===== config.mk =====
export PLATFORM = sky130hd
export DESIGN_NAME = metering_frontend_control
export DESIGN_NICKNAME = d
export VERILOG_FILES = /design/src/mfc_pkg.sv /design/src/metering_frontend_control.sv
export SDC_FILE = /design/constraint.sdc
export NUM_CORES = 1
export LEC_CHECK = 0
export ABC_AREA = 0
export BUFFER_PORTS_ARGS = -buffer_cell sky130_fd_sc_hd__buf_2
export CELL_PAD_IN_SITES_DETAIL_PLACEMENT = 0
export CELL_PAD_IN_SITES_GLOBAL_PLACEMENT = 2
export CORE_MARGIN = 10
export CORE_UTILIZATION = 34
export DETAILED_ROUTE_END_ITERATION = 10
export HOLD_SLACK_MARGIN = 0.06
export PLACE_DENSITY = 0.83
export SETUP_SLACK_MARGIN = 0.2
export SYNTH_ARGS = -nofsm -noshare
export SYNTH_HDL_FRONTEND = slang
export SYNTH_SLANG_ARGS = --single-unit

===== constraint.sdc =====
create_clock -name CLK_SYS -period 7.3 [get_ports CLK_SYS]
set_input_delay 1.46 -clock CLK_SYS [delete_from_list [all_inputs] [get_ports CLK_SYS]]
set_output_delay 1.46 -clock CLK_SYS [all_outputs]
set_load 0.005 [all_outputs]

===== src/mfc_pkg.sv =====
// Package of constants and types for the metering front end control block.
package mfc_pkg;
  // Register indices; the AXI byte address is four times the index.
  localparam logic [13:0] IDX_SENSOR_CMD = 14'h00FC;
  localparam logic [13:0] IDX_SLOT_BASE = 14'h2100;
  localparam logic [13:0] IDX_SLOT_LAST = 14'h2105;
  localparam logic [13:0] IDX_EQU_CHOP = 14'h2106;
  localparam logic [13:0] IDX_FILTER_CFG = 14'h210C;
  localparam logic [13:0] IDX_RD_HIGH = 14'h2602;
  localparam logic [13:0] IDX_RD_LOW = 14'h2603;
  localparam logic [13:0] IDX_LINK6_SEL = 14'h2709;
  localparam logic [13:0] IDX_LINK24_SEL = 14'h270A;
  // Field positions and counts.
  localparam int CHOP_LSB = 2;
  localparam int DEC_LEN_LSB = 1;
  localparam int LINK_EN_LSB = 3;
  localparam int LINK6_SEL_LSB = 0;
  localparam int LINK2_SEL_LSB = 0;
  localparam int LINK4_SEL_LSB = 4;
  localparam int CMD_CODE_LSB = 2;
  localparam int PERR_WR_BIT = 5;
  localparam int READ_PARITY_ERR_BIT = 6;
  localparam int RESULT_SHIFT = 9;
  localparam int NUM_SLOTS = 11;
  localparam int NUM_LINKS = 3;
  // Reset values.
  localparam logic [7:0] REG_RESET = 8'h00;
  localparam logic [15:0] RD_BUF_RESET = 16'h0000;
  // Codes.
  localparam logic [1:0] DEC_LEN_21 = 2'h1;
  localparam logic [1:0] CHOP_AUTO = 2'h0;
  localparam logic [1:0] CHOP_LOW = 2'h1;
  localparam logic [1:0] CHOP_HIGH = 2'h2;
  localparam logic [1:0] CHOP_AUTO_HOLD = 2'h3;
  localparam logic [2:0] CMD_ONE = 3'h1;
  localparam logic [2:0] CMD_TWO = 3'h2;
  localparam logic [1:0] RESP_OKAY = 2'h0;
  localparam logic [1:0] RESP_SLVERR = 2'h2;
  // First engine RAM word for remote link results; link n writes this word plus n.
  localparam logic [9:0] REMOTE_RAM_BASE = 10'h010;

  typedef enum logic [1:0] {SEQ_SLOTS, SEQ_WAIT_EDGE, SEQ_SETTLE} seq_state_t;

  typedef struct packed {
    logic we;
    logic [9:0] addr;
    logic [31:0] data;
  } ram_wr_t;

  typedef struct packed {
    logic valid;
    logic [2:0] code;
    logic [1:0] link;
    logic [2:0] sel;
  } link_req_t;

  typedef struct packed {
    logic aw_full;
    logic [13:0] aw_idx;
    logic w_full;
    logic [7:0] wdata;
    logic wbyte;
    logic bvalid;
    logic [1:0] bresp;
    logic rvalid;
    logic [7:0] rdata;
    logic [1:0] rresp;
    logic aw_rdy;
    logic w_rdy;
    logic ar_rdy;
    logic [5:0][7:0] slot_regs;
    logic [7:0] equ_chop;
    logic [7:0] filter_cfg;
    logic [7:0] link6_sel;
    logic [7:0] link24_sel;
    logic [4:0] cmd;
    logic read_parity_err;
    logic perr_wr;
    logic [15:0] rd_buf;
    logic busy;
    link_req_t req;
    seq_state_t seq;
    logic [3:0] slot;
    logic [3:0] slot_in;
    logic swap;
    logic fsync;
    logic eng_start;
    ram_wr_t ram;
    logic [2:0] pend;
    logic [2:0][21:0] pend_data;
  } state_t;
endpackage


===== src/metering_frontend_control.sv =====
// Converter sequencing, reference chopping and remote sensor command engine.
//
// How it works
// - Results are 21 bits signed for length select 01, 22 bits for 10.
// - Each conversion result goes to engine RAM at the slot's input handle.
// - Every result is shifted left nine places before the RAM write.
// - After the last slot, first slow edge starts one extra slow cycle.
// - The reference swap is updated at the start of the extra cycle.
// - Frame sync is high throughout the extra settling cycle.
// - Rising edge of frame sync starts one engine program pass.
// - Chop mode 01 holds swap low, 10 holds swap high.
// - Chop mode 00 toggles swap every frame without software help.
// - Chop mode 11 toggles but skips the last frame of an accumulation.
// - Link enable bits turn three input pairs into remote sensor links.
// - Results from each enabled remote link are written to engine RAM.
// - Read completion clears the command code bits, keeps the link bits and fills the read buffer.
// - The read parity error flag is set by any remote read that reports a parity error.
// - Command writes during a read in progress are ignored.
// - Command codes 001 and 010 are valid; others are ignored.
// - Link selector 01, 10, 11 picks links 2, 4, 6; 00 is invalid.
// - Parity error flags stay set until software writes them clear.
`timescale 1ns/1ps
`default_nettype none
module metering_frontend_control
  import mfc_pkg::*;
(
  input wire logic CLK_SYS,
  input wire logic RST,
  input wire logic AWVALID,
  output logic AWREADY,
  input wire logic [15:0] AWADDR,
  input wire logic WVALID,
  output logic WREADY,
  input wire logic [31:0] WDATA,
  input wire logic [3:0] WSTRB,
  output logic BVALID,
  input wire logic BREADY,
  output logic [1:0] BRESP,
  input wire logic ARVALID,
  output logic ARREADY,
  input wire logic [15:0] ARADDR,
  output logic RVALID,
  input wire logic RREADY,
  output logic [31:0] RDATA,
  output logic [1:0] RRESP,
  input wire logic SLOW_TICK,
  input wire logic CONV_DONE,
  input wire logic [21:0] CONV_DATA,
  output logic [3:0] SLOT_INPUT,
  input wire logic ACCUM_LAST,
  output logic REFERENCE_SWAP,
  output logic FRAME_SYNC,
  output logic ENGINE_START,
  output ram_wr_t RAM_WR,
  input wire logic [2:0] REMOTE_VALID,
  input wire logic [2:0][21:0] REMOTE_DATA,
  output logic [2:0] REMOTE_LINK_EN,
  output link_req_t LINK_REQ,
  input wire logic LINK_DONE,
  input wire logic [15:0] LINK_DATA,
  input wire logic LINK_PERR
);
  state_t s_q, s_d;

  function automatic logic [3:0] slot_field(input logic [5:0][7:0] r, input logic [3:0] k);
    logic [3:0] idx;
    idx = 4'(4'd5 - (k >> 1));
    slot_field = k[0] ? r[idx[2:0]][7:4] : r[idx[2:0]][3:0];
  endfunction

  function automatic logic [31:0] scale(input logic [21:0] v, input logic len21);
    logic [31:0] ext;
    ext = len21 ? {{11{v[20]}}, v[20:0]} : {{10{v[21]}}, v};
    scale = ext << RESULT_SHIFT;
  endfunction

  logic [7:0] strb_byte;
  logic aw_hit, w_hit, ar_hit, wr_go;
  logic [13:0] ar_idx;
  logic [3:0] frame_slots;
  logic [2:0] link_en;
  logic [2:0] sel_for_link;
  logic len21;
  logic [1:0] chop;

  assign ar_idx = ARADDR[15:2];
  assign frame_slots = s_q.slot_regs[0][7:4];
  assign link_en = s_q.link6_sel[LINK_EN_LSB +: NUM_LINKS];
  assign len21 = s_q.filter_cfg[DEC_LEN_LSB +: 2] == DEC_LEN_21;
  assign chop = s_q.equ_chop[CHOP_LSB +: 2];
  assign strb_byte = WDATA[7:0];

  always_comb begin
    unique case (s_q.cmd[1:0])
      2'h1: sel_for_link = s_q.link24_sel[LINK2_SEL_LSB +: 3];
      2'h2: sel_for_link = s_q.link24_sel[LINK4_SEL_LSB +: 3];
      default: sel_for_link = s_q.link6_sel[LINK6_SEL_LSB +: 3];
    endcase
  end

  always_comb begin
    s_d = s_q;
    aw_hit = AWVALID && !s_q.aw_full && !s_q.bvalid;
    w_hit = WVALID && !s_q.w_full && !s_q.bvalid;
    ar_hit = ARVALID && !s_q.rvalid;
    wr_go = 1'b0;
    s_d.req.valid = 1'b0;
    s_d.eng_start = 1'b0;
    s_d.ram.we = 1'b0;

    // Write address and data are taken in either order.
    if (aw_hit) begin
      s_d.aw_full = 1'b1;
      s_d.aw_idx = AWADDR[15:2];
    end
    if (w_hit) begin
      s_d.w_full = 1'b1;
      s_d.wdata = strb_byte;
      s_d.wbyte = WSTRB[0];
    end
    if (s_q.bvalid && BREADY) begin
      s_d.bvalid = 1'b0;
    end
    if (s_q.aw_full && s_q.w_full) begin
      wr_go = s_q.wbyte;
      s_d.aw_full = 1'b0;
      s_d.w_full = 1'b0;
      s_d.bvalid = 1'b1;
      s_d.bresp = RESP_OKAY;
      if (s_q.aw_idx >= IDX_SLOT_BASE && s_q.aw_idx <= IDX_SLOT_LAST) begin
        if (wr_go) begin
          s_d.slot_regs[3'(s_q.aw_idx - IDX_SLOT_BASE)] = s_q.wdata;
        end
      end else begin
        case (s_q.aw_idx)
          IDX_SENSOR_CMD: begin
            if (wr_go) begin
              s_d.read_parity_err = s_q.read_parity_err & s_q.wdata[READ_PARITY_ERR_BIT];
              s_d.perr_wr = s_q.perr_wr & s_q.wdata[PERR_WR_BIT];
            end
            if (wr_go && !s_q.busy && s_q.wdata[1:0] != 2'h0 &&
                (s_q.wdata[4:2] == CMD_ONE || s_q.wdata[4:2] == CMD_TWO)) begin
              s_d.cmd = s_q.wdata[4:0];
            end
          end
          IDX_EQU_CHOP: if (wr_go) s_d.equ_chop = s_q.wdata;
          IDX_FILTER_CFG: if (wr_go) s_d.filter_cfg = s_q.wdata;
          IDX_LINK6_SEL: if (wr_go) s_d.link6_sel = s_q.wdata;
          IDX_LINK24_SEL: if (wr_go) s_d.link24_sel = s_q.wdata;
          IDX_RD_HIGH, IDX_RD_LOW: s_d.bresp = RESP_OKAY;
          default: s_d.bresp = RESP_SLVERR;
        endcase
      end
    end

    // Reads answer one cycle after the address is taken.
    if (s_q.rvalid && RREADY) begin
      s_d.rvalid = 1'b0;
    end
    if (ar_hit) begin
      s_d.rvalid = 1'b1;
      s_d.rresp = RESP_OKAY;
      s_d.rdata = 8'h00;
      if (ar_idx >= IDX_SLOT_BASE && ar_idx <= IDX_SLOT_LAST) begin
        s_d.rdata = s_q.slot_regs[3'(ar_idx - IDX_SLOT_BASE)];
      end else begin
        case (ar_idx)
          IDX_SENSOR_CMD: s_d.rdata = {1'b0, s_q.read_parity_err, s_q.perr_wr, s_q.cmd};
          IDX_EQU_CHOP: s_d.rdata = s_q.equ_chop;
          IDX_FILTER_CFG: s_d.rdata = s_q.filter_cfg;
          IDX_RD_HIGH: s_d.rdata = s_q.rd_buf[15:8];
          IDX_RD_LOW: s_d.rdata = s_q.rd_buf[7:0];
          IDX_LINK6_SEL: s_d.rdata = s_q.link6_sel;
          IDX_LINK24_SEL: s_d.rdata = s_q.link24_sel;
          default: s_d.rresp = RESP_SLVERR;
        endcase
      end
    end

    // request launched with the select field current at command time
    if (s_q.cmd[4:2] != 3'h0 && !s_q.busy) begin
      s_d.busy = 1'b1;
      s_d.req.valid = 1'b1;
      s_d.req.code = s_q.cmd[4:2];
      s_d.req.link = s_q.cmd[1:0];
      s_d.req.sel = sel_for_link;
    end
    if (s_q.busy && LINK_DONE) begin
      s_d.busy = 1'b0;
      s_d.cmd[4:2] = 3'h0;
      s_d.rd_buf = LINK_DATA;
      s_d.read_parity_err = s_d.read_parity_err | LINK_PERR;
    end

    // Slot sequencer.
    case (s_q.seq)
      SEQ_SLOTS: begin
        if (CONV_DONE) begin
          // store scaled result at the slot's handle
          s_d.ram.we = 1'b1;
          s_d.ram.addr = {6'h00, s_q.slot_in};
          s_d.ram.data = scale(CONV_DATA, len21);
          if (s_q.slot + 4'h1 >= frame_slots) begin
            s_d.seq = SEQ_WAIT_EDGE;
          end else begin
            s_d.slot = s_q.slot + 4'h1;
          end
        end
      end
      SEQ_WAIT_EDGE: begin
        // first slow edge opens the settling cycle
        if (SLOW_TICK) begin
          s_d.seq = SEQ_SETTLE;
          s_d.fsync = 1'b1;
          s_d.eng_start = 1'b1;
          case (chop)
            CHOP_LOW: s_d.swap = 1'b0;
            CHOP_HIGH: s_d.swap = 1'b1;
            CHOP_AUTO: s_d.swap = !s_q.swap;
            // no toggle on the accumulation's last frame
            CHOP_AUTO_HOLD: s_d.swap = ACCUM_LAST ? s_q.swap : !s_q.swap;
            default: s_d.swap = s_q.swap;
          endcase
        end
      end
      SEQ_SETTLE: begin
        if (SLOW_TICK) begin
          s_d.seq = SEQ_SLOTS;
          s_d.fsync = 1'b0;
          s_d.slot = 4'h0;
        end
      end
      default: s_d.seq = SEQ_SLOTS;
    endcase
    // The handle tracks the new slot at once, so a prompt result lands at the right word.
    s_d.slot_in = slot_field(s_d.slot_regs, s_d.slot);

    // remote results wait for a free RAM slot
    for (int n = 0; n < NUM_LINKS; n++) begin
      if (REMOTE_VALID[n] && link_en[n]) begin
        s_d.pend[n] = 1'b1;
        s_d.pend_data[n] = REMOTE_DATA[n];
      end
    end
    if (!s_d.ram.we) begin
      for (int n = NUM_LINKS - 1; n >= 0; n--) begin
        if (s_q.pend[n] && !s_d.ram.we) begin
          s_d.ram.we = 1'b1;
          s_d.ram.addr = REMOTE_RAM_BASE + 10'(n);
          s_d.ram.data = scale(s_q.pend_data[n], len21);
          s_d.pend[n] = REMOTE_VALID[n] && link_en[n];
        end
      end
    end
    // Bus readies are registered so every port comes from a flip-flop.
    s_d.aw_rdy = !s_d.aw_full && !s_d.bvalid;
    s_d.w_rdy = !s_d.w_full && !s_d.bvalid;
    s_d.ar_rdy = !s_d.rvalid;
  end

  always_ff @(posedge CLK_SYS) begin
    if (RST) begin
      s_q <= '0;
      s_q.seq <= SEQ_SLOTS;
      s_q.rd_buf <= RD_BUF_RESET;
      s_q.equ_chop <= REG_RESET;
      s_q.aw_rdy <= 1'b1;
      s_q.w_rdy <= 1'b1;
      s_q.ar_rdy <= 1'b1;
    end else begin
      s_q <= s_d;
    end
  end

  assign AWREADY = s_q.aw_rdy;
  assign WREADY = s_q.w_rdy;
  assign BVALID = s_q.bvalid;
  assign BRESP = s_q.bresp;
  assign ARREADY = s_q.ar_rdy;
  assign RVALID = s_q.rvalid;
  assign RDATA = {24'h000000, s_q.rdata};
  assign RRESP = s_q.rresp;
  assign SLOT_INPUT = s_q.slot_in;
  assign REFERENCE_SWAP = s_q.swap;
  assign FRAME_SYNC = s_q.fsync;
  assign ENGINE_START = s_q.eng_start;
  assign RAM_WR = s_q.ram;
  assign REMOTE_LINK_EN = link_en;
  assign LINK_REQ = s_q.req;

  // sync stays high until the closing slow edge
  property p_sync_hold;
    @(posedge CLK_SYS) disable iff (RST)
      FRAME_SYNC && !SLOW_TICK |=> FRAME_SYNC;
  endproperty
  a_sync_hold: assert property (p_sync_hold) else $error("sync dropped early");

  // one start pulse per sync rise
  property p_start;
    @(posedge CLK_SYS) disable iff (RST) $rose(FRAME_SYNC) |-> ENGINE_START ##1 !ENGINE_START;
  endproperty
  a_start: assert property (p_start) else $error("engine start missing");

  property p_chop_fixed;
    @(posedge CLK_SYS) disable iff (RST)
      $rose(FRAME_SYNC) && $past(chop) == CHOP_HIGH |-> REFERENCE_SWAP;
  endproperty
  a_chop_fixed: assert property (p_chop_fixed) else $error("swap not high");

  property p_chop_low;
    @(posedge CLK_SYS) disable iff (RST)
      $rose(FRAME_SYNC) && $past(chop) == CHOP_LOW |-> !REFERENCE_SWAP;
  endproperty
  a_chop_low: assert property (p_chop_low) else $error("swap not low");

  // auto mode toggles at the sync rise
  property p_chop_auto;
    @(posedge CLK_SYS) disable iff (RST)
      $rose(FRAME_SYNC) && $past(chop) == CHOP_AUTO |-> REFERENCE_SWAP != $past(REFERENCE_SWAP);
  endproperty
  a_chop_auto: assert property (p_chop_auto) else $error("swap not toggled");

  // held on the accumulation's last frame
  property p_chop_hold;
    @(posedge CLK_SYS) disable iff (RST)
      $rose(FRAME_SYNC) && $past(chop) == CHOP_AUTO_HOLD && $past(ACCUM_LAST)
      |-> $stable(REFERENCE_SWAP);
  endproperty
  a_chop_hold: assert property (p_chop_hold) else $error("swap toggled");

  // converter write lands at the slot handle, shifted
  property p_ram_write;
    @(posedge CLK_SYS) disable iff (RST)
      CONV_DONE && s_q.seq == SEQ_SLOTS |=> RAM_WR.we && RAM_WR.addr[3:0] == $past(SLOT_INPUT)
      && RAM_WR.data[8:0] == 9'h000;
  endproperty
  a_ram_write: assert property (p_ram_write) else $error("bad result write");

  // completion clears command code within one cycle
  property p_done;
    @(posedge CLK_SYS) disable iff (RST)
      s_q.busy && LINK_DONE |=> s_q.cmd[4:2] == 3'h0 && s_q.rd_buf == $past(LINK_DATA);
  endproperty
  a_done: assert property (p_done) else $error("completion not applied");

  property p_buf_hold;
    @(posedge CLK_SYS) disable iff (RST) !(s_q.busy && LINK_DONE) |=> $stable(s_q.rd_buf);
  endproperty
  a_buf_hold: assert property (p_buf_hold) else $error("read buffer changed");

  property p_busy_ignore;
    @(posedge CLK_SYS) disable iff (RST) s_q.busy && !LINK_DONE |=> $stable(s_q.cmd);
  endproperty
  a_busy_ignore: assert property (p_busy_ignore) else $error("command changed while busy");

  property p_perr;
    @(posedge CLK_SYS) disable iff (RST) s_q.busy && LINK_DONE && LINK_PERR |=> ##[0:1] s_q.read_parity_err;
  endproperty
  a_perr: assert property (p_perr) else $error("parity flag not set");

  // only valid codes and links go out
  property p_req_code;
    @(posedge CLK_SYS) disable iff (RST)
      LINK_REQ.valid |-> LINK_REQ.link != 2'h0
      && (LINK_REQ.code == CMD_ONE || LINK_REQ.code == CMD_TWO);
  endproperty
  a_req_code: assert property (p_req_code) else $error("invalid link request");
endmodule
`default_nettype wire


==> flow_summary.ini <==
[outcome]
status = finished clean

[worst_setup_path]
cp.required_ns = 7.81
reg2reg_to = SLOT_INPUT[3]
crit_path_max_incr_delay_ns = 0.89
cp-start-kind = register
end_kind = register
path_class = reg2reg
arrival_ns = 4.99
cp_cell_sequence = ha_1, xor2_1, ha_1, o211ai_1, o21a_2, a21oi_1, or2_1, mux2i_2, nor2_1, o311a_1, nand4_1
cpMaxStageDelayCell = or2_1
r2r-start = s_q[119]
crit_fanout = 27
timing.critical_path.mode_cell = ha_1
r2r_cells = 11
r2r_slack_ns = 2.82

[placement]
placed_cells = 2226
place_ws_ns = 2.62
dp_hpwl_mm = 30.7
place.gp.congestion = 0.823
numPortBuffers = 232

[cells_and_area]
n_antenna_cell = 0
fin_nets = 1945
drive_gt1_frac = 0.190
fillers = 4004
register_area_um2 = 5570
stdcell_count = 2284
multi_input_area_um2 = 6450
synthToLayoutAreaGrowth_pct = 14.6

[timing]
setup_tns_ns = 0
setup_ws_ns = 2.82
rsz0062_at_grt = false
max_slew_margin = 0.242
fin_crit_sh = 0.613
skew_ns = 0.0141
max_slew.worst_pin.slew_ns = 1.14
hold_viol_final = 0
finalMaxSlewViolations = 0
period_needed_ns = 4.48
setup_viol = 0
max_freq_mhz = 223

[clock_tree]
cts_buffers = 31
cts_tree = built
cts-hold-fix-buffers = 0
cts_max_path_buffers = 3
clkLatencyLatePin_ns = 0.58
post-cts-setup-buffers = 0
cts_sinks = 278
cts_resized = 0
root_buffer = clkbuf_16
htree_levels = 1
clkTransAtPathRegs_ns = 0.06

[drt]
via_per_inst = 5.12
wl_per_cell_um = 19.1
drtPass1Iterations = 7
antenna_left = 0
vias = 11700
drt_wl_total_mm = 43.6
drc = 0
drt_first_iter_violations = 938

[logic_synthesis]
netlist_instances = 1649
synth-seq-cells = 278
synthFlopType = dfxtp_1
ys_seq_area_frac = 0.423
netlist_top_cells_area = dfxtp_1, nand2_1, a21oi_1, buf_4, nor2_1
netlist.area_leader.share = 0.423
yosys.area.top_type = dfxtp_1
synth_warnings = 0
ys_top_cells_by_count = nand2_1, dfxtp_1, a21oi_1
yosysMostFrequentCell = nand2_1
synth.distinct_cells = 73
synth_edf_count = 0
synth.avg_cell_area_um2 = 7.98
synthArstFlopShare = 0
syn_area_um2 = 13200

[grt]
grt_pass1_vias = 11500
grt_usage = 0.177
grt_pass1_wl_mm = 67.1
grt_max_degree = 199
antenna_found_initial = 1
overflow = 0

[hold_path]
whs_endpoint = s_q[7]
hp-start = s_q[7]
hp-class = reg2reg
hold_depth = 2

[floorplan]
initial_core_util = 0.347
num_io_pins = 290
die_h_um = 217
core.rowCount = 71
dieWidth_um = 217
core_um2 = 37900
die_area_um2 = 46900

[pwr]
p_sw_w = 0.000849
power_w = 0.00340
cellPowerDensity_nw_per_um2 = 226
seq_power_share = 0.465
intPower_w = 0.00255
p_comb_frac = 0.068
peakVddDrop_mv = 0.156
p_sw_frac = 0.250
power.leakage_nw = 5.89
clkPwrFrac = 0.467

[job]
maxCapViolations = 0
sequential cells by signal, summed over array words and instances (netlist names), 2 cells and up:
register	cells
SLOT_INPUT	4
RAM_WR	43
REMOTE_LINK_EN	3
frame_slots	4
RDATA	8
s_q	195
chop	2
LINK_REQ	9
power by group through the flow:
stage	Sequential, W	Clock [W]	Combinational [W]
detailed placement	0.00162	0	0.000234
global placement	0.00161	0	0.000234
floorplan	0.00159	0	0.000165
finish	0.00158	0.00159	0.000232
CTS	0.00158	0.00162	0.000235
global route	0.00159	0.00168	0.000259
cell usage in the layout (no fill, tap or decap), types with 14 or more instances in the layout:
master,instances
nand2b_1,14
o211ai_1,36
nor2_1,184
a21oi_1,212
o21ai_0,22
nor3_1,27
buf_2,231
inv_1,19
conb_1,26
nand3_1,27
buf_4,15
and2_1,18
clkbuf_16,31
or3_1,18
mux2i_1,65
dfxtp_1,278
nand2_1,334
per-stage QoR:
step | utilization | instance area, um^2 | hold WS (ns)
after detailed placement | 0.370 | 14000 | 0.439
after CTS | 0.397 | 15100 | 0.456
final | 0.397 | 15100 | 0.454
after global placement | 0.370 | 14000 | 0.436
after global routing | 0.397 | 15100 | 0.468
after floorplan | - | 13200 | 0.431
critical path: cells and delay by family, from the launching register on:
family                     cells  cell delay (ns)
AOI/OAI and AO/OA              4             1.54
and+or+nand+nor                3             1.05
adders and majority gates      2             0.60
muxes                          1             0.56
DFF                            1             0.54
xor gates and xnor gates       1             0.11
kinds of logic (layout without fill, tap and decap cells):
kind of cell	count (synthesis)	in the layout	share of synthesized area
mux	77	77	0.0670
flops	278	278	0.423
compound gates	363	363	0.168
xor+xnor	3	3	0.00200
buf+inv	226	325	0.0955
fa+ha+maj	10	10	0.00951
simple gates	691	691	0.235
other cells	1	26	0.000285
cell type report:
type | instances | share of cell area
clock buffers | 38 | 0.0572
clock inverters | 20 | 0.0124
inverters | 19 | 0.00473
multi-input cells | 1170 | 0.428
flip-flops and latches | 278 | 0.369
well taps | 511 | 0.0424
repair buffers | 248 | 0.0864
worst max path at each step:
stage / from / end / slack (ns)
after floorplan: CONV_DONE / SLOT_INPUT[1] / 4.18
after global placement: SLOW_TICK / SLOT_INPUT[0] / 2.66
after detailed placement: SLOW_TICK / SLOT_INPUT[3] / 2.62
after CTS: s_q[119] / SLOT_INPUT[3] / 2.84
after global routing: s_q[119] / SLOT_INPUT[3] / 2.46
final: s_q[119] / SLOT_INPUT[3] / 2.82
layer usage:
layer	global-route usage	share of wire	up-vias
li1	-	-	5776
met1	0.231	0.44	5541
met2	0.298	0.48	325
met3	0.0291	0.063	57
met4	0.0415	0.023	0
met5	0	0	-
No activity file was read; power rests on OpenSTA's default activity.
